--- src/verilog/eut_cfg.svh ---
// Purpose: Constants of the eight-bit up-count timer.
// Assumes: AXI4-Lite, 32-bit data, byte addresses.
// Notes: Offsets are word aligned.
`ifndef EUT_CFG_SVH
`define EUT_CFG_SVH

`define EUT_OFF_CTRL 8'h00
`define EUT_OFF_COUNT 8'h04
`define EUT_OFF_STATUS 8'h08
`define EUT_OFF_MASK 8'h0C
`define EUT_OFF_GLOBAL 8'h10
`define EUT_OFF_PSC 8'h14

`define EUT_BIT_RUN 0
`define EUT_BIT_SRC 1
`define EUT_BIT_LOWSPD 2
`define EUT_BIT_EDGE 3
`define EUT_BIT_ASSIGN 4
`define EUT_RATE_LSB 5
`define EUT_RATE_MSB 7
`define EUT_BIT_OVF 0
`define EUT_BIT_GIE 0

`define EUT_CTRL_RST 8'h10
`define EUT_COUNT_RST 8'h00
`define EUT_COUNT_MAX 8'hFF

`define EUT_RESP_OKAY 2'h0
`define EUT_RESP_SLVERR 2'h2

`endif

--- src/verilog/eut_pkg.sv ---
// Purpose: Types of the eight-bit up-count timer.
// Assumes: Used with eut_cfg.svh.
// Notes: Clock source selection is the only enumeration.
package eut_pkg;

   typedef enum logic [1:0] {
      EUT_SRC_INSTR = 2'b00,
      EUT_SRC_PIN = 2'b01,
      EUT_SRC_LOW = 2'b10
   } eut_src_type;

   typedef logic [2:0] eut_rate_type;

endpackage : eut_pkg

--- src/verilog/eut_tick_if.sv ---
// Purpose: Tick path from source selector through prescaler.
// Assumes: Single clock domain.
// Notes: Top drives the control fields directly.
`timescale 1ns/100ps
interface eut_tick_if;
   import eut_pkg::*;
   logic src_tick;
   logic out_tick;
   logic assign_wdt;
   logic clear;
   eut_rate_type rate;
   logic [7:0] psc_count;

   modport src (output src_tick);
   modport psc (input src_tick, input assign_wdt, input clear,
      input rate, output out_tick, output psc_count);
endinterface : eut_tick_if

--- src/verilog/eut_src_sel.sv ---
// Purpose: Picks the timer clock source and detects its active edge.
// Assumes: Pin and low-speed inputs are synchronous to aclk.
// Notes: Instruction clock gives a tick every cycle.
`timescale 1ns/100ps
module eut_src_sel
   import eut_pkg::*;
(
   input wire logic aclk,
   input wire logic aresetn,
   input wire logic source_select,
   input wire logic low_speed_select,
   input wire logic edge_select,
   input wire logic ext_count_clock_pin,
   input wire logic low_osc_clk,
   eut_tick_if.src tick
);
   eut_src_type src;
   logic level;
   logic prev_q;

   always_comb begin
      if (!source_select) begin
         src = EUT_SRC_INSTR;
      end else if (!low_speed_select) begin
         src = EUT_SRC_PIN;
      end else begin
         src = EUT_SRC_LOW;
      end
   end

   assign level = (src == EUT_SRC_LOW) ? low_osc_clk : ext_count_clock_pin;

   always_ff @(posedge aclk) begin
      if (!aresetn) begin
         prev_q <= 1'b0;
      end else begin
         prev_q <= level;
      end
   end

   always_comb begin
      if (src == EUT_SRC_INSTR) begin
         tick.src_tick = 1'b1;
      end else if (edge_select) begin
         tick.src_tick = prev_q & ~level;
      end else begin
         tick.src_tick = ~prev_q & level;
      end
   end

endmodule : eut_src_sel

--- src/verilog/eut_prescaler.sv ---
// Purpose: Power-of-two prescaler between source and counter.
// Assumes: Watchdog use of the prescaler lives elsewhere.
// Notes: Holds its count while assigned away.
`timescale 1ns/100ps
module eut_prescaler
   import eut_pkg::*;
#(
   parameter int WIDTH = 8
)
(
   input wire logic aclk,
   input wire logic aresetn,
   eut_tick_if.psc tick
);
   logic [WIDTH-1:0] cnt_q;
   logic [WIDTH-1:0] mask;

   function automatic logic [WIDTH-1:0] rate_mask(input eut_rate_type r);
      rate_mask = {WIDTH{1'b1}} >> (WIDTH - 1 - int'(r));
   endfunction : rate_mask

   assign mask = rate_mask(tick.rate);

   always_ff @(posedge aclk) begin
      if (!aresetn) begin
         cnt_q <= '0;
      end else if (tick.clear) begin
         cnt_q <= '0;
      end else if (tick.src_tick && !tick.assign_wdt) begin
         cnt_q <= cnt_q + 1'b1;
      end
   end

   always_comb begin
      if (tick.assign_wdt) begin
         tick.out_tick = tick.src_tick;
      end else begin
         tick.out_tick = tick.src_tick && !tick.clear &&
            ((cnt_q & mask) == mask);
      end
   end

   assign tick.psc_count = 8'(cnt_q);

endmodule : eut_prescaler

--- src/verilog/eut_timer.sv ---
// Purpose: Eight-bit up-count timer with prescaler and overflow irq.
// Assumes: AXI4-Lite slave, 32-bit data, aclk at 100 MHz.
// Notes: One write and one read in flight at most.
// Notes on behaviour
// - 8-bit counter counts qualified ticks when enabled
// - Writes load the count; reads return it
// - Source 0 selects instruction clock
// - Source 1 selects pin or low-speed clock
// - Edge select 1 falling, 0 rising
// - Assign 0 routes ticks through prescaler
// - Writing assign 0 clears the prescaler
// - Rate field gives one-in-two to one-in-256
// - Overflow sets the overflow flag
// - Irq when flag, enable and global enable set
// - Flag holds until software writes zero
//
// Added by the designer: the AXI4-Lite interface to the registers and the register offsets.
`timescale 1ns/100ps
`include "eut_cfg.svh"
module eut_timer
   import eut_pkg::*;
#(
   parameter int ADDR_W = 8
)
(
   input wire logic aclk,
   input wire logic aresetn,
   input wire logic [ADDR_W-1:0] s_axi_awaddr,
   input wire logic s_axi_awvalid,
   output logic s_axi_awready,
   input wire logic [31:0] s_axi_wdata,
   input wire logic [3:0] s_axi_wstrb,
   input wire logic s_axi_wvalid,
   output logic s_axi_wready,
   output logic [1:0] s_axi_bresp,
   output logic s_axi_bvalid,
   input wire logic s_axi_bready,
   input wire logic [ADDR_W-1:0] s_axi_araddr,
   input wire logic s_axi_arvalid,
   output logic s_axi_arready,
   output logic [31:0] s_axi_rdata,
   output logic [1:0] s_axi_rresp,
   output logic s_axi_rvalid,
   input wire logic s_axi_rready,
   input wire logic ext_count_clock_pin,
   input wire logic low_osc_clk,
   output logic irq
);
   // Bus state
   logic awready_q;
   logic wready_q;
   logic bvalid_q;
   logic [1:0] bresp_q;
   logic arready_q;
   logic rvalid_q;
   logic [31:0] rdata_q;
   logic [1:0] rresp_q;
   logic aw_full_q;
   logic w_full_q;
   logic [ADDR_W-1:0] waddr_q;
   logic [31:0] wdata_q;
   logic [3:0] wstrb_q;

   logic aw_take;
   logic w_take;
   logic ar_take;
   logic wr_fire;
   logic aw_full_d;
   logic w_full_d;
   logic bvalid_d;
   logic rvalid_d;

   // Block state
   logic [7:0] ctrl_q;
   logic [7:0] count_q;
   logic overflow_flag_q;
   logic overflow_irq_enable_q;
   logic global_irq_enable_q;
   logic irq_q;

   logic wr_ctrl;
   logic wr_count;
   logic wr_status;
   logic wr_mask;
   logic wr_global;
   logic wr_hit;
   logic [7:0] ctrl_new;
   logic count_tick;
   logic ovf_evt;
   logic [31:0] rd_word;
   logic rd_hit;

   eut_tick_if tick_if ();

   // Low byte merge under strobe; upper lanes hold no storage
   function automatic logic [7:0] lane0(input logic [7:0] old,
      input logic [31:0] data, input logic [3:0] strb);
      lane0 = strb[0] ? data[7:0] : old;
   endfunction : lane0

   function automatic logic addr_is(input logic [ADDR_W-1:0] a,
      input logic [7:0] off);
      addr_is = (a == ADDR_W'(off));
   endfunction : addr_is

   assign aw_take = s_axi_awvalid && awready_q;
   assign w_take = s_axi_wvalid && wready_q;
   assign ar_take = s_axi_arvalid && arready_q;
   assign wr_fire = aw_full_q && w_full_q && !bvalid_q;
   assign aw_full_d = (aw_full_q || aw_take) && !wr_fire;
   assign w_full_d = (w_full_q || w_take) && !wr_fire;
   assign bvalid_d = wr_fire || (bvalid_q && !s_axi_bready);
   assign rvalid_d = ar_take || (rvalid_q && !s_axi_rready);

   // Write address and data taken in either order
   always_ff @(posedge aclk) begin
      if (!aresetn) begin
         aw_full_q <= 1'b0;
         w_full_q <= 1'b0;
         awready_q <= 1'b0;
         wready_q <= 1'b0;
      end else begin
         aw_full_q <= aw_full_d;
         w_full_q <= w_full_d;
         awready_q <= !aw_full_d && !bvalid_d;
         wready_q <= !w_full_d && !bvalid_d;
      end
   end

   always_ff @(posedge aclk) begin
      if (!aresetn) begin
         waddr_q <= '0;
         wdata_q <= 32'h00000000;
         wstrb_q <= 4'h0;
      end else begin
         if (aw_take) begin
            waddr_q <= s_axi_awaddr;
         end
         if (w_take) begin
            wdata_q <= s_axi_wdata;
            wstrb_q <= s_axi_wstrb;
         end
      end
   end

   // Write decode
   always_comb begin
      wr_ctrl = 1'b0;
      wr_count = 1'b0;
      wr_status = 1'b0;
      wr_mask = 1'b0;
      wr_global = 1'b0;
      wr_hit = 1'b1;
      if (addr_is(waddr_q, `EUT_OFF_CTRL)) begin
         wr_ctrl = wr_fire;
      end else if (addr_is(waddr_q, `EUT_OFF_COUNT)) begin
         wr_count = wr_fire;
      end else if (addr_is(waddr_q, `EUT_OFF_STATUS)) begin
         wr_status = wr_fire;
      end else if (addr_is(waddr_q, `EUT_OFF_MASK)) begin
         wr_mask = wr_fire;
      end else if (addr_is(waddr_q, `EUT_OFF_GLOBAL)) begin
         wr_global = wr_fire;
      end else if (addr_is(waddr_q, `EUT_OFF_PSC)) begin
         wr_hit = 1'b1;
      end else begin
         wr_hit = 1'b0;
      end
   end

   always_ff @(posedge aclk) begin
      if (!aresetn) begin
         bvalid_q <= 1'b0;
         bresp_q <= `EUT_RESP_OKAY;
      end else begin
         bvalid_q <= bvalid_d;
         if (wr_fire) begin
            bresp_q <= wr_hit ? `EUT_RESP_OKAY : `EUT_RESP_SLVERR;
         end
      end
   end

   // Read side: answer one cycle after the address is taken
   always_comb begin
      rd_word = 32'h00000000;
      rd_hit = 1'b1;
      if (addr_is(s_axi_araddr, `EUT_OFF_CTRL)) begin
         rd_word[7:0] = ctrl_q;
      end else if (addr_is(s_axi_araddr, `EUT_OFF_COUNT)) begin
         rd_word[7:0] = count_q;
      end else if (addr_is(s_axi_araddr, `EUT_OFF_STATUS)) begin
         rd_word[`EUT_BIT_OVF] = overflow_flag_q;
      end else if (addr_is(s_axi_araddr, `EUT_OFF_MASK)) begin
         rd_word[`EUT_BIT_OVF] = overflow_irq_enable_q;
      end else if (addr_is(s_axi_araddr, `EUT_OFF_GLOBAL)) begin
         rd_word[`EUT_BIT_GIE] = global_irq_enable_q;
      end else if (addr_is(s_axi_araddr, `EUT_OFF_PSC)) begin
         rd_word[7:0] = tick_if.psc_count;
      end else begin
         rd_hit = 1'b0;
      end
   end

   always_ff @(posedge aclk) begin
      if (!aresetn) begin
         arready_q <= 1'b0;
         rvalid_q <= 1'b0;
         rdata_q <= 32'h00000000;
         rresp_q <= `EUT_RESP_OKAY;
      end else begin
         arready_q <= !rvalid_d;
         rvalid_q <= rvalid_d;
         if (ar_take) begin
            rdata_q <= rd_word;
            rresp_q <= rd_hit ? `EUT_RESP_OKAY : `EUT_RESP_SLVERR;
         end
      end
   end

   // Control register
   assign ctrl_new = lane0(ctrl_q, wdata_q, wstrb_q);

   always_ff @(posedge aclk) begin
      if (!aresetn) begin
         ctrl_q <= `EUT_CTRL_RST;
      end else if (wr_ctrl) begin
         ctrl_q <= ctrl_new;
      end
   end

   // Tick path
   eut_src_sel u_src (
      .aclk(aclk),
      .aresetn(aresetn),
      .source_select(ctrl_q[`EUT_BIT_SRC]),
      .low_speed_select(ctrl_q[`EUT_BIT_LOWSPD]),
      .edge_select(ctrl_q[`EUT_BIT_EDGE]),
      .ext_count_clock_pin(ext_count_clock_pin),
      .low_osc_clk(low_osc_clk),
      .tick(tick_if.src)
   );

   assign tick_if.assign_wdt = ctrl_q[`EUT_BIT_ASSIGN];
   assign tick_if.rate = ctrl_q[`EUT_RATE_MSB:`EUT_RATE_LSB];
   // clear when a write puts zero in assign
   assign tick_if.clear = wr_ctrl && wstrb_q[0] &&
      !wdata_q[`EUT_BIT_ASSIGN];

   eut_prescaler #(
      .WIDTH(8)
   ) u_psc (
      .aclk(aclk),
      .aresetn(aresetn),
      .tick(tick_if.psc)
   );

   assign count_tick = ctrl_q[`EUT_BIT_RUN] && tick_if.out_tick;
   // wrap from all-ones; a load in the same cycle wins
   assign ovf_evt = count_tick && !wr_count && (count_q == `EUT_COUNT_MAX);

   always_ff @(posedge aclk) begin
      if (!aresetn) begin
         count_q <= `EUT_COUNT_RST;
      end else if (wr_count) begin
         count_q <= lane0(count_q, wdata_q, wstrb_q);
      end else if (count_tick) begin
         count_q <= count_q + 8'h01;
      end
   end

   always_ff @(posedge aclk) begin
      if (!aresetn) begin
         overflow_flag_q <= 1'b0;
      end else if (ovf_evt) begin
         overflow_flag_q <= 1'b1;
      end else if (wr_status && wstrb_q[0] && !wdata_q[`EUT_BIT_OVF]) begin
         overflow_flag_q <= 1'b0;
      end
   end

   always_ff @(posedge aclk) begin
      if (!aresetn) begin
         overflow_irq_enable_q <= 1'b0;
         global_irq_enable_q <= 1'b0;
      end else begin
         if (wr_mask && wstrb_q[0]) begin
            overflow_irq_enable_q <= wdata_q[`EUT_BIT_OVF];
         end
         if (wr_global && wstrb_q[0]) begin
            global_irq_enable_q <= wdata_q[`EUT_BIT_GIE];
         end
      end
   end

   always_ff @(posedge aclk) begin
      if (!aresetn) begin
         irq_q <= 1'b0;
      end else begin
         irq_q <= overflow_flag_q && overflow_irq_enable_q &&
            global_irq_enable_q;
      end
   end

   assign s_axi_awready = awready_q;
   assign s_axi_wready = wready_q;
   assign s_axi_bvalid = bvalid_q;
   assign s_axi_bresp = bresp_q;
   assign s_axi_arready = arready_q;
   assign s_axi_rvalid = rvalid_q;
   assign s_axi_rdata = rdata_q;
   assign s_axi_rresp = rresp_q;
   assign irq = irq_q;

endmodule : eut_timer

--- config.mk ---
export PLATFORM = sky130hd
export DESIGN_NAME = eut_timer
export DESIGN_NICKNAME = d
export VERILOG_FILES = /design/src/verilog/eut_pkg.sv /design/src/verilog/eut_tick_if.sv /design/src/verilog/eut_src_sel.sv /design/src/verilog/eut_prescaler.sv /design/src/verilog/eut_timer.sv
export VERILOG_INCLUDE_DIRS = /design/src /design/src/verilog
export SDC_FILE = /design/constraint.sdc
export NUM_CORES = 1
export LEC_CHECK = 0
export BUFFER_PORTS_ARGS = -buffer_cell sky130_fd_sc_hd__buf_2
export CORE_MARGIN = 2
export CORE_UTILIZATION = 40
export CTS_CLUSTER_DIAMETER = 200
export DETAILED_ROUTE_END_ITERATION = 16
export PLACE_DENSITY = 0.67
export SLEW_MARGIN = 15
export SYNTH_ARGS = -nofsm -noshare
export SYNTH_HDL_FRONTEND = slang
export SYNTH_SLANG_ARGS = --single-unit
--- constraint.sdc ---
create_clock -name aclk -period 2.3 [get_ports aclk]
set_input_delay 0.575 -clock aclk [delete_from_list [all_inputs] [get_ports aclk]]
set_output_delay 0.575 -clock aclk [all_outputs]
set_load 0.005 [all_outputs]
# After elaboration in Yosys (flattened, before gate mapping)
# Cells that the tools add are included.
[word_totals] out_inout_bits=42 word_cells=144 input_bits=61 ff_bits=65
[op_classes] mux=49 n_shift=1 bitwise=6 addsub=3 eq_ne=14 n_reduce_logical=50
[op_table] op="$mux 8" n=6
[op_table] op="$mux 1" n=36
[op_table] op="$eq 8x4->1 const B" n=4
[op_table] op="$eq 8x5->1 const B" n=4
[op_table] op="$shr 8x32->8 const A" n=1
[op_table] op="$logic_and 1x1->1" n=25
[op_table] op="$mux 7" n=3
[op_table] op="$add 8x1->8 const B" n=2
[op_table] op="$eq 8x3->1 const B" n=2
[op_table] op="$logic_not 8->1" n=2
[op_table] op="$logic_not 1->1" n=13
[op_table] op="$and 8x8->8" n=1
[op_table] op="$eq 8x8->1" n=1
[op_table] op="$eq 8x8->1 const B" n=1
[op_table] op="$mux 2" n=4
[op_table] op="$logic_or 1x1->1" n=4
[op_table] op="$reduce_and 2->1" n=2
[op_table] op="$reduce_bool 2->1" n=2
[op_table] op="$sub 3x3->4 const A" n=1
[op_table] op="$not 1->1" n=3
[op_table] op="$and 1x1->1" n=2
[op_table] op="$eq 2x2->1 const B" n=1
[op_table] op="$logic_not 2->1" n=1
[op_table] op="$ne 2x2->1 const B" n=1
[op_table] op="$reduce_or 2->1" n=1

# Logic depth before layout (Yosys ltp)
# Gate-level depths: netlist of the first run.
[depth] ltp_word=15 ltp_mapped=9

# By module
# From an unflattened synthesis of the first run, not the netlist that was laid out.
[hier_totals] hier_cells=364 area_unflattened_um2=3074.2
[modules_own_cells] mod="eut_timer" instances=1 area_each_um2=2583.7 cells_per_inst=304
[modules_own_cells] mod="eut_prescaler" instances=1 area_each_um2=424.2 cells_per_inst=51
[modules_own_cells] mod="eut_src_sel" instances=1 area_each_um2=66.3 cells_per_inst=9

# Worst setup path before layout of the first run
# OpenSTA, ideal clock, no wires.
[synth_path] kind="input to register" start="in low_osc_clk" end="reg count_q[0]" arrival_time_ns=2.027 n_path_buf=2 stages=8 slack_ns=0.151 setup_ns=0.122 cell_sequence="mux2i_1 -> mux2i_1 -> and2_1 -> o31a_1 -> buf_6 -> and2_4 -> buf_6 -> a311o_1"
[synth_via] elab_chain_cells=11 word_cells_on_any_way=12 classes_between="mux (4); bitwise (3); reduce/logical (5)"
[synth_rtl] element="from (decl)" line_no="eut_timer.sv:46" text="input wire logic low_osc_clk,"
[synth_rtl] element="$mux 1 *" line_no="eut_src_sel.sv:31" text="assign level = (src == EUT_SRC_LOW) ? low_osc_clk : ext_count_clock_pin;"
[synth_rtl] element="$not 1->1" line_no="eut_src_sel.sv:45" text="tick.src_tick = prev_q & ~level;"
[synth_rtl] element="$and 1x1->1" line_no="eut_src_sel.sv:45"
[synth_rtl] element="$mux 1 *" line_no="eut_src_sel.sv:44" text="end else if (edge_select) begin"
[synth_rtl] element="$mux 1 *" line_no="eut_src_sel.sv:42" text="if (src == EUT_SRC_INSTR) begin"
[synth_rtl] element="$logic_and 1x1->1 (2 in a row)" line_no="eut_prescaler.sv:38" text="tick.out_tick = tick.src_tick && !tick.clear &&"
[synth_rtl] element="$mux 1 *" line_no="eut_prescaler.sv:35" text="if (tick.assign_wdt) begin"
[synth_rtl] element="$logic_and 1x1->1 *" line_no="eut_timer.sv:257" text="assign count_tick = ctrl_q[`EUT_BIT_RUN] && tick_if.out_tick;"
[synth_rtl] element="$reduce_bool 2->1 (no line) *"
[synth_rtl] element="$reduce_and 2->1 (no line) *"
[synth_rtl] element="to (signal assigned)" line_no="eut_timer.sv:263" text="count_q <= `EUT_COUNT_RST;"
[synth_rtl] element="to (signal assigned)" line_no="eut_timer.sv:265" text="count_q <= lane0(count_q, wdata_q, wstrb_q);"
[synth_rtl] element="to (signal assigned)" line_no="eut_timer.sv:267" text="count_q <= count_q + 8'h01;"
[synth_rtl] element="to (decl)" line_no="eut_timer.sv:75" text="logic [7:0] count_q;"
# Every way passes the cells marked *; elsewhere a longest branch is shown, timed or not.
# A chain may end at the register's enable or synchronous reset.

# Worst setup path after layout of the first run
[layout_path] start="reg ctrl_q[2]" end="reg count_q[0]"
[layout_via] elab_chain_cells=14 word_cells_on_any_way=16 classes_between="eq/ne (1); mux (6); bitwise (3); reduce/logical (6)"
[layout_rtl] element="from (decl)" line_no="eut_timer.sv:74" text="logic [7:0] ctrl_q;"
[layout_rtl] element="from (signal assigned)" line_no="eut_timer.sv:225" text="ctrl_q <= `EUT_CTRL_RST;"
[layout_rtl] element="from (signal assigned)" line_no="eut_timer.sv:227" text="ctrl_q <= ctrl_new;"
[layout_rtl] element="$mux 2 *" line_no="eut_src_sel.sv:24" text="end else if (!low_speed_select) begin"
[layout_rtl] element="$mux 2 *" line_no="eut_src_sel.sv:22" text="if (!source_select) begin"
[layout_rtl] element="$eq 2x2->1" line_no="eut_src_sel.sv:31"
[layout_rtl] element="$mux 1" line_no="eut_src_sel.sv:31"
[layout_rtl] element="$not 1->1" line_no="eut_src_sel.sv:45"
[layout_rtl] element="$and 1x1->1" line_no="eut_src_sel.sv:45"
[layout_rtl] element="$mux 1" line_no="eut_src_sel.sv:44"
[layout_rtl] element="$mux 1 *" line_no="eut_src_sel.sv:42"
[layout_rtl] element="$logic_and 1x1->1 (2 in a row)" line_no="eut_prescaler.sv:38"
[layout_rtl] element="$mux 1 *" line_no="eut_prescaler.sv:35"
[layout_rtl] element="$logic_and 1x1->1 *" line_no="eut_timer.sv:257"
[layout_rtl] element="$reduce_bool 2->1 (no line) *"
[layout_rtl] element="$reduce_and 2->1 (no line) *"
# Marked as above.

==> flow_metrics.py, run 1 <==
metrics = {
    "min_path": {
        "hold_class": "input port to register",
    },
    "die": {
        "start_util_pct": 41.0,
        "ios": 103,
        "core-area_um2": 7690,
        "dieArea_um2": 8610,
        "rows": 32,
        "die_h_um": 92.8,
        "fp.dieW_um": 92.8,
    },
    "clock_tree": {
        "insertion_delay_ns": 0.35,
        "cts-hold-fix-buffers": 0,
        "numCtsBuffers": 9,
        "cts.repair.resized": 0,
        "h-tree-depth": 3,
        "path_clk_slew_ns": 0.08,
        "cts_tree": "yes",
        "cts-root-buf": "clkbuf_8",
        "postCtsSetupBuffers": 0,
        "cts_buffer_depth": 2,
        "cts.sinks": 63,
    },
    "cells_and_area": {
        "synthToLayoutAreaGrowth_pct": 13.1,
        "drive_gt1_share_pct": 18.9,
        "fillCellCount": 783,
        "nets": 497,
        "antenna-diode-count": 0,
        "final_util_pct": 46.4,
    },
    "synth": {
        "netlist_instances": 388,
        "netlist_area_um2": 3150,
        "synth-seq-cells": 63,
        "ys.warnings.count": 0,
        "synth.area.top_cells": "dfxtp_1 (40%), a21oi_1 (7.3%), nand2_1 (7.3%)",
        "ys_seq_area_share_pct": 40.0,
        "yosysUniqueCellTypes": 51,
        "postSynthAreaPerCell_um2": 8.13,
        "yosysTopAreaCellShare_pct": 40.0,
        "synthArstFlopShare_pct": 0,
        "synth_top_flop_cell": "dfxtp_1",
        "synth_edf_count": 0,
        "synth_top_area_cell": "dfxtp_1",
    },
    "sta": {
        "timing.hold.ws_ns": 0.452,
        "period_share_pct": 90.8,
        "rsz0062_at_grt": "no",
        "setup_viol": 0,
        "setup_ws_ns": 0.211,
        "fin_crit_ns": 2.09,
        "slew_headroom_pct": 59.7,
        "final_max_slew_viol_count": 0,
        "skew_ns": 0.00945,
        "max_clock_freq_mhz": 479,
        "fin_tns_setup_ns": 0,
        "final_hold_viol_count": 0,
        "tightest_slew_ns": 0.603,
    },
    "grt": {
        "grt_pass1_wl_mm": 11.8,
        "grt_max_degree": 27,
        "grt_remaining_overflow": 0,
        "grt_usage_pct": 17.1,
        "antenna_found_initial": 0,
        "grt_pass1_vias": 2541,
    },
    "pwr": {
        "p_per_area_nw_per_um2": 608,
        "irDropWorstVdd_mv": 0.333,
        "leakagePower_nw": 1.40,
    },
    "setup_path": {
        "worst_ep_required_time_ns": 2.54,
        "start_kind": "register",
        "path_buf_inv": 0,
        "worstSetupEndpointType": "register",
        "crit_chain": "mux2i_1, mux2i_1, and2_1, o31a_1, and2_4, a311o_1",
        "critPathMaxStageDelay_ns": 0.46,
        "critical_path.top_delay_family": "compound AO/OA/AOI/OAI gates",
        "path_max_fanout": 7,
        "cp_slowest_cell": "dfxtp_1",
        "arrival_ns": 2.33,
        "crit_type": "register to register",
        "crit_path_frequent_cell": "mux2i_1",
    },
    "routing": {
        "via_per_inst": 5.13,
        "wl_per_cell_um": 12.9,
        "vias": 2773,
        "initialDrtViolationCount": 202,
        "dr.pass1.iters": 4,
        "wl_mm": 6.98,
        "drc": 0,
        "drtAntennaViolNets": 0,
    },
    "placed_design": {
        "placement.io_buffers": 49,
        "hpwlAfterDp_mm": 5.22,
        "dp_slack_ns": 0.0882,
        "place_congestion": 0.799,
    },
    "status": {
        "status": "completed",
    },
    "flow_run": {
        "cap_viol_max_count": 0,
    },
}
-- cell usage in the layout, fill, tap and decap left out, types with 4 or more instances in the layout --
cell and n:
and2_1 5, mux2_2 7, clkbuf_8 9, buf_2 49
nand2_1 61, dfxtp_1 63, nand2b_1 4, nand4_1 4
a21oi_1 46, nor3b_1 5, xor2_1 5, nand3_1 9
and3_1 7, nor2_1 40, o32ai_1 5, buf_4 7
a22oi_1 7, mux2i_1 14, nor3_1 12, conb_1 26
-- report_power, final --
part	internal [mW]	switching [mW]
clock	0.401	0.472
sequential	1.12	0.0224
combinational	0.0609	0.0958
-- cells in the mapped netlist (3+ instances only) --
| master | instances |
|---|---|
| a21oi_1 | 46 |
| a22oi_1 | 7 |
| and2_1 | 5 |
| and3_1 | 7 |
| buf_4 | 26 |
| clkbuf_1 | 15 |
| dfxtp_1 | 63 |
| inv_1 | 3 |
| mux2_2 | 7 |
| mux2i_1 | 14 |
| nand2_1 | 61 |
| nand2b_1 | 4 |
| nand3_1 | 9 |
| nand3b_1 | 3 |
| nand4_1 | 4 |
| nor2_1 | 40 |
| nor3_1 | 12 |
| nor3b_1 | 5 |
| o32ai_1 | 5 |
| or3_1 | 3 |
| xor2_1 | 5 |
-- worst paths after layout --
check | to | start | slack (ns) | cells after the start
setup / recovery | count_q[0] | ctrl_q[2] | 0.21 | 6
hold / removal | waddr_q[0] | s_axi_awaddr[0] | 0.45 | 3
setup reg to reg | count_q[0] | ctrl_q[2] | 0.21 | 6
hold reg to reg | s_axi_wready | w_full_q | 0.47 | 1
-- metal layers --
layer / global-route usage, % / vias up / share of wire, %
li1: - / 1400 / -
met1: 22.8 / 1285 / 48
met5: 0 / - / 0
met4: 6.13 / 0 / 1.4
met2: 27.0 / 79 / 46
met3: 4.23 / 9 / 5.4
-- cell families (layout without fill, tap and decap cells) --
logic type               after synthesis  count (layout)  share of synthesized area (%)
other                                  1              26                          0.119
AO/OA/AOI/OAI                         77              77                           14.9
XOR/XNOR                               7               7                           1.94
buffers and inverters                 50              76                           9.56
flip-flops                            63              63                           40.0
AND/OR/NAND/NOR                      167             167                           25.8
adder cells (fa/ha/maj)                2               2                          0.794
multiplexers                          21              21                           6.94
-- worst register-to-register path, cell delays in order (launching register included) --
cell and delay, ns:
dfxtp_1 0.46, mux2i_1 0.29, mux2i_1 0.16, and2_1 0.18
o31a_1 0.34, and2_4 0.21, a311o_1 0.35
-- metrics by stage --
step	cells	instance area (um^2)	total power, mW
floorplan	413	3250	1.29
global placement	525	3390	1.32
detailed placement	525	3390	1.32
CTS	541	3560	2.19
global route	541	3560	2.26
finish	541	3560	2.17
-- final cells by class --
type	instances	area (um^2)	share of cell area, %
multi-input combinational	300	1680	47.2
sequential	63	1260	35.4
timing repair buffer	56	298	8.35
tap	102	128	3.58
clock buffer	9	124	3.47
clock inverter	7	55.1	1.54
inverter	4	15.0	0.421
-- sequential cells by signal, summed over array words and instances (netlist names), 8 cells and up --
name and cells:
ctrl_q 8, s_axi_rdata 8, wdata_q 8, waddr_q 8, count_q 8, u_psc.tick.psc_count 8
Power figures use the tool's default switching activity.
==> run 2: changes to the inputs <==
--- a/config.mk
+++ b/config.mk
@@ -12,6 +12,7 @@
 export CTS_CLUSTER_DIAMETER = 200
 export DETAILED_ROUTE_END_ITERATION = 16
 export PLACE_DENSITY = 0.67
+export REMOVE_ABC_BUFFERS = 1
 export SLEW_MARGIN = 15
 export SYNTH_ARGS = -nofsm -noshare
 export SYNTH_HDL_FRONTEND = slang
==> flow_metrics.py, run 2 (same netlist as run 1, synthesis figures left out) <==
metrics = {
    "grt": {
        "antenna_found_initial": 0,
        "grt_remaining_overflow": 0,
        "grt_usage_pct": 17.2,
        "grt_pass1_wl_mm": 11.9,
        "grt_max_degree": 21,
        "grt_pass1_vias": 2569,
    },
    "routing": {
        "wl_per_cell_um": 13.1,
        "vias": 2802,
        "drtAntennaViolNets": 0,
        "via_per_inst": 5.18,
        "initialDrtViolationCount": 122,
        "dr.pass1.iters": 4,
        "drc": 0,
        "wl_mm": 7.11,
    },
    "die": {
        "ios": 103,
        "core-area_um2": 7690,
        "start_util_pct": 41.0,
        "dieArea_um2": 8610,
        "fp.dieW_um": 92.8,
        "rows": 32,
        "die_h_um": 92.8,
    },
    "sta": {
        "rsz0062_at_grt": "no",
        "final_max_slew_viol_count": 0,
        "final_hold_viol_count": 0,
        "skew_ns": 0.00817,
        "tightest_slew_ns": 0.602,
        "fin_tns_setup_ns": 0,
        "fin_crit_ns": 2.02,
        "period_share_pct": 87.9,
        "slew_headroom_pct": 59.8,
        "max_clock_freq_mhz": 494,
        "setup_viol": 0,
    },
    "cells_and_area": {
        "drive_gt1_share_pct": 18.0,
        "fillCellCount": 797,
        "nets": 498,
        "synthToLayoutAreaGrowth_pct": 12.6,
        "multiInputGateArea_um2": 1680,
        "layout_commonest_cell": "dfxtp_1",
        "stdcell_count": 541,
        "antenna-diode-count": 0,
        "stdcell_area_um2": 3550,
        "layout_common_cells": "dfxtp_1 (63), nand2_1 (61), buf_2 (49), a21oi_1 (46), nor2_1 (40)",
        "ff_latch_area_um2": 1260,
    },
    "clock_tree": {
        "h-tree-depth": 3,
        "cts_buffer_depth": 2,
        "numCtsBuffers": 9,
        "cts-hold-fix-buffers": 0,
        "cts_tree": "yes",
        "cts.sinks": 63,
        "cts-root-buf": "clkbuf_8",
        "path_clk_slew_ns": 0.07,
        "cts.repair.resized": 0,
        "postCtsSetupBuffers": 0,
        "insertion_delay_ns": 0.34,
    },
    "setup_path": {
        "worst_ep_required_time_ns": 2.53,
        "worstSetupEndpointType": "register",
        "start_kind": "register",
        "crit_type": "register to register",
        "arrival_ns": 2.25,
        "path_max_fanout": 7,
    },
    "status": {
        "status": "completed",
    },
    "placed_design": {
        "dpl_cell_area_um2": 3390,
        "placement.io_buffers": 49,
        "place_congestion": 0.813,
        "dpl.cell_count": 526,
        "hpwlAfterDp_mm": 5.22,
    },
    "pwr": {
        "leakagePower_nw": 1.40,
        "irDropWorstVdd_mv": 0.310,
        "p_per_area_nw_per_um2": 592,
    },
    "flow_run": {
        "cap_viol_max_count": 0,
    },
    "min_path": {
        "hold_class": "input port to register",
    },
}
-- run 2: changes by cell type in the layout (fill, tap and decap cells not counted) --
cell,change
clkinvlp_4,-2
clkbuf_8,+1
buf_4,+1
inv_6,-3
clkbuf_1,+4
clkinv_4,-1
-- run 2: power by group --
part,switching (mW),internal (mW),leakage (nW)
logic,0.0979,0.0587,0.811
clock network,0.391,0.415,0.0805
registers,0.0218,1.12,0.511
-- run 2: area by class of cell --
type,instances,share of cell area [%]
Clock inverter,1,0.141
Clock buffer,14,4.30
Multi-Input combinational cell,300,47.4
Tap cell,102,3.59
Timing Repair Buffer,57,8.60
Sequential cell,63,35.5
Inverter,4,0.423
-- run 2: per-layer routing --
metal | track usage, % | vias up | part of all wire, %
li1 | - | 1393 | -
met4 | 6.99 | 0 | 1.6
met1 | 20.9 | 1315 | 43
met2 | 29.6 | 83 | 50
met3 | 3.58 | 11 | 5.4
met5 | 0 | - | 0
-- run 2: worst max-delay path, stage by stage (launching register included) --
cell     delay [ns]
dfxtp_1        0.43
mux2i_1        0.27
mux2i_1        0.17
and2_1         0.19
o31a_1         0.32
and2_4         0.20
a311o_1        0.34
-- run 2: worst paths after layout --
check                       start         end  slack [ns]  cells after the start
setup reg to reg        ctrl_q[2]  count_q[0]        0.28                      6
hold / removal    s_axi_awaddr[5]  waddr_q[5]        0.47                      3
hold reg to reg        waddr_q[5]  waddr_q[5]        0.47                      2
setup / recovery        ctrl_q[2]  count_q[0]        0.28                      6
-- run 2: per-stage QoR --
| step | setup slack [ns] | util (%) | total power, mW | hold slack [ns] |
|---|---|---|---|---|
| 5_1_grt | 0.136 | 46.2 | 2.19 | 0.470 |
| 6_report | 0.277 | 46.2 | 2.10 | 0.471 |
| 3_5_place_dp | 0.117 | 44.1 | 1.32 | 0.460 |
| 3_3_place_gp | 0.123 | 44.1 | 1.32 | 0.458 |
| 4_1_cts | 0.287 | 46.2 | 2.12 | 0.461 |
| 2_1_floorplan | 0.156 | - | 1.24 | 0.436 |
==> run 3: changes to the inputs <==
--- a/config.mk
+++ b/config.mk
@@ -6,12 +6,12 @@
 export SDC_FILE = /design/constraint.sdc
 export NUM_CORES = 1
 export LEC_CHECK = 0
-export BUFFER_PORTS_ARGS = -buffer_cell sky130_fd_sc_hd__buf_2
 export CORE_MARGIN = 2
 export CORE_UTILIZATION = 40
 export CTS_CLUSTER_DIAMETER = 200
 export DETAILED_ROUTE_END_ITERATION = 16
-export PLACE_DENSITY = 0.67
+export DONT_BUFFER_PORTS = 1
+export PLACE_DENSITY = 0.56
 export REMOVE_ABC_BUFFERS = 1
 export SLEW_MARGIN = 15
 export SYNTH_ARGS = -nofsm -noshare
==> flow_metrics.py, run 3 (same netlist as run 1, synthesis figures left out) <==
metrics = {
    "placed_design": {
        "hpwlAfterDp_mm": 5.25,
        "place_congestion": 0.850,
        "placement.io_buffers": 0,
    },
    "setup_path": {
        "path_buf_inv": 1,
        "crit_chain": "nor4_1, and4_1, a211o_1, nand3b_4, buf_4, a21oi_1, a311o_1",
        "worst_ep_required_time_ns": 2.53,
        "arrival_ns": 2.28,
        "start_kind": "register",
        "crit_type": "register to register",
        "worstSetupEndpointType": "register",
        "path_max_fanout": 9,
        "critical_path.top_delay_family": "simple AND/OR/NAND/NOR gates",
        "critPathMaxStageDelay_ns": 0.39,
        "cp_slowest_cell": "nor4_1",
    },
    "pwr": {
        "p_total_mw": 2.32,
        "p_per_area_nw_per_um2": 689,
        "leakagePower_nw": 1.22,
        "irDropWorstVdd_mv": 0.394,
    },
    "routing": {
        "route.met3.wl_um": 345,
        "wl_met2_mm": 3.40,
        "wl_mm": 7.12,
        "top_layer": "met4",
        "vias": 2551,
        "drc": 0,
        "wirelength_met1_mm": 3.30,
        "dr.pass1.iters": 4,
        "drtAntennaViolNets": 0,
        "via_per_inst": 5.17,
        "initialDrtViolationCount": 183,
        "wl_per_cell_um": 14.4,
    },
    "die": {
        "ios": 103,
        "core-area_um2": 7690,
        "rows": 32,
        "dieArea_um2": 8610,
        "fp.dieW_um": 92.8,
        "start_util_pct": 41.0,
        "die_h_um": 92.8,
    },
    "grt": {
        "grt_remaining_overflow": 0,
        "antenna_found_initial": 0,
        "grt_pass1_wl_mm": 11.8,
        "grt_pass1_vias": 2365,
        "grt_max_degree": 21,
        "grt_usage_pct": 17.3,
    },
    "sta": {
        "skew_ns": 0.0110,
        "slew_headroom_pct": 59.6,
        "period_share_pct": 89.2,
        "tightest_slew_ns": 0.604,
        "max_clock_freq_mhz": 487,
        "fin_tns_setup_ns": 0,
        "rsz0062_at_grt": "no",
        "final_hold_viol_count": 0,
        "final_max_slew_viol_count": 0,
        "fin_crit_ns": 2.05,
        "setup_viol": 0,
    },
    "min_path": {
        "hold_class": "input port to register",
    },
    "cells_and_area": {
        "antenna-diode-count": 0,
        "layout_commonest_cell": "dfxtp_1",
        "nets": 449,
        "layout_common_cells": "dfxtp_1 (63), nand2_1 (61), a21oi_1 (46), nor2_1 (40), conb_1 (26)",
        "synthToLayoutAreaGrowth_pct": 6.83,
        "fillCellCount": 802,
        "drive_gt1_share_pct": 8.95,
    },
    "flow_run": {
        "cap_viol_max_count": 0,
    },
    "clock_tree": {
        "cts.repair.resized": 0,
        "numCtsBuffers": 9,
        "cts_buffer_depth": 2,
        "postCtsSetupBuffers": 0,
        "cts-root-buf": "clkbuf_8",
        "cts-hold-fix-buffers": 0,
        "insertion_delay_ns": 0.34,
        "h-tree-depth": 3,
        "cts.sinks": 63,
        "cts_tree": "yes",
        "path_clk_slew_ns": 0.08,
    },
    "status": {
        "status": "completed",
    },
}
## run 3: changes by cell type in the layout (fill, tap and decap cells not counted), moves of 2 or more
cell / before / now
clkinv_4: 0 / 2
bufinv_16: 0 / 2
clkbuf_1: 4 / 0
buf_2: 49 / 0
## run 3: where the power goes
part           leakage (nW)  total [mW]  internal (mW)  switching (mW)
Sequential            0.511        1.14           1.12          0.0240
Clock                 0.114        1.07          0.614           0.459
Combinational         0.594       0.109         0.0350          0.0737
## run 3: worst register-to-register path, stage by stage (launching register included)
cell      delay, ns
dfxtp_1        0.33
nor4_1         0.40
and4_1         0.38
a211o_1        0.19
nand3b_4       0.14
buf_4          0.16
a21oi_1        0.08
a311o_1        0.26
## run 3: worst paths after layout
path,slack (ns),from,end,cells past startpoint
hold / removal,0.31,aresetn,ctrl_q[4],1
setup reg to reg,0.25,waddr_q[7],count_q[0],7
setup / recovery,0.25,waddr_q[7],count_q[0],7
hold reg to reg,0.47,waddr_q[1],waddr_q[1],2
## run 3: cell type report
cell class	instances	area, um^2	share of cell area (%)
clock buffers	9	124	3.68
clock inverters	7	96.3	2.86
inverters	4	15.0	0.446
multi-input cells	300	1680	50.0
flip-flops and latches	63	1260	37.4
well taps	102	128	3.79
repair buffers	8	60.1	1.78
## run 3: routing by layer
layer,up-vias,global-route usage [%]
met4,0,5.15
li1,1297,-
met1,1179,23.4
met3,8,3.74
met5,-,0
met2,67,27.7
## run 3: per-stage QoR
stage                     std cells  hold slack, ns  setup WS, ns  area (um^2)  util (%)
final                           493           0.305         0.249         3370      43.8
after global routing            493           0.293        0.0535         3370      43.8
after CTS                       493           0.287         0.232         3370      43.8
after detailed placement        477           0.465         0.205         3150      41.0
after global placement          477           0.458         0.200         3150      41.0
after floorplan                 367           0.436         0.156         2960         -
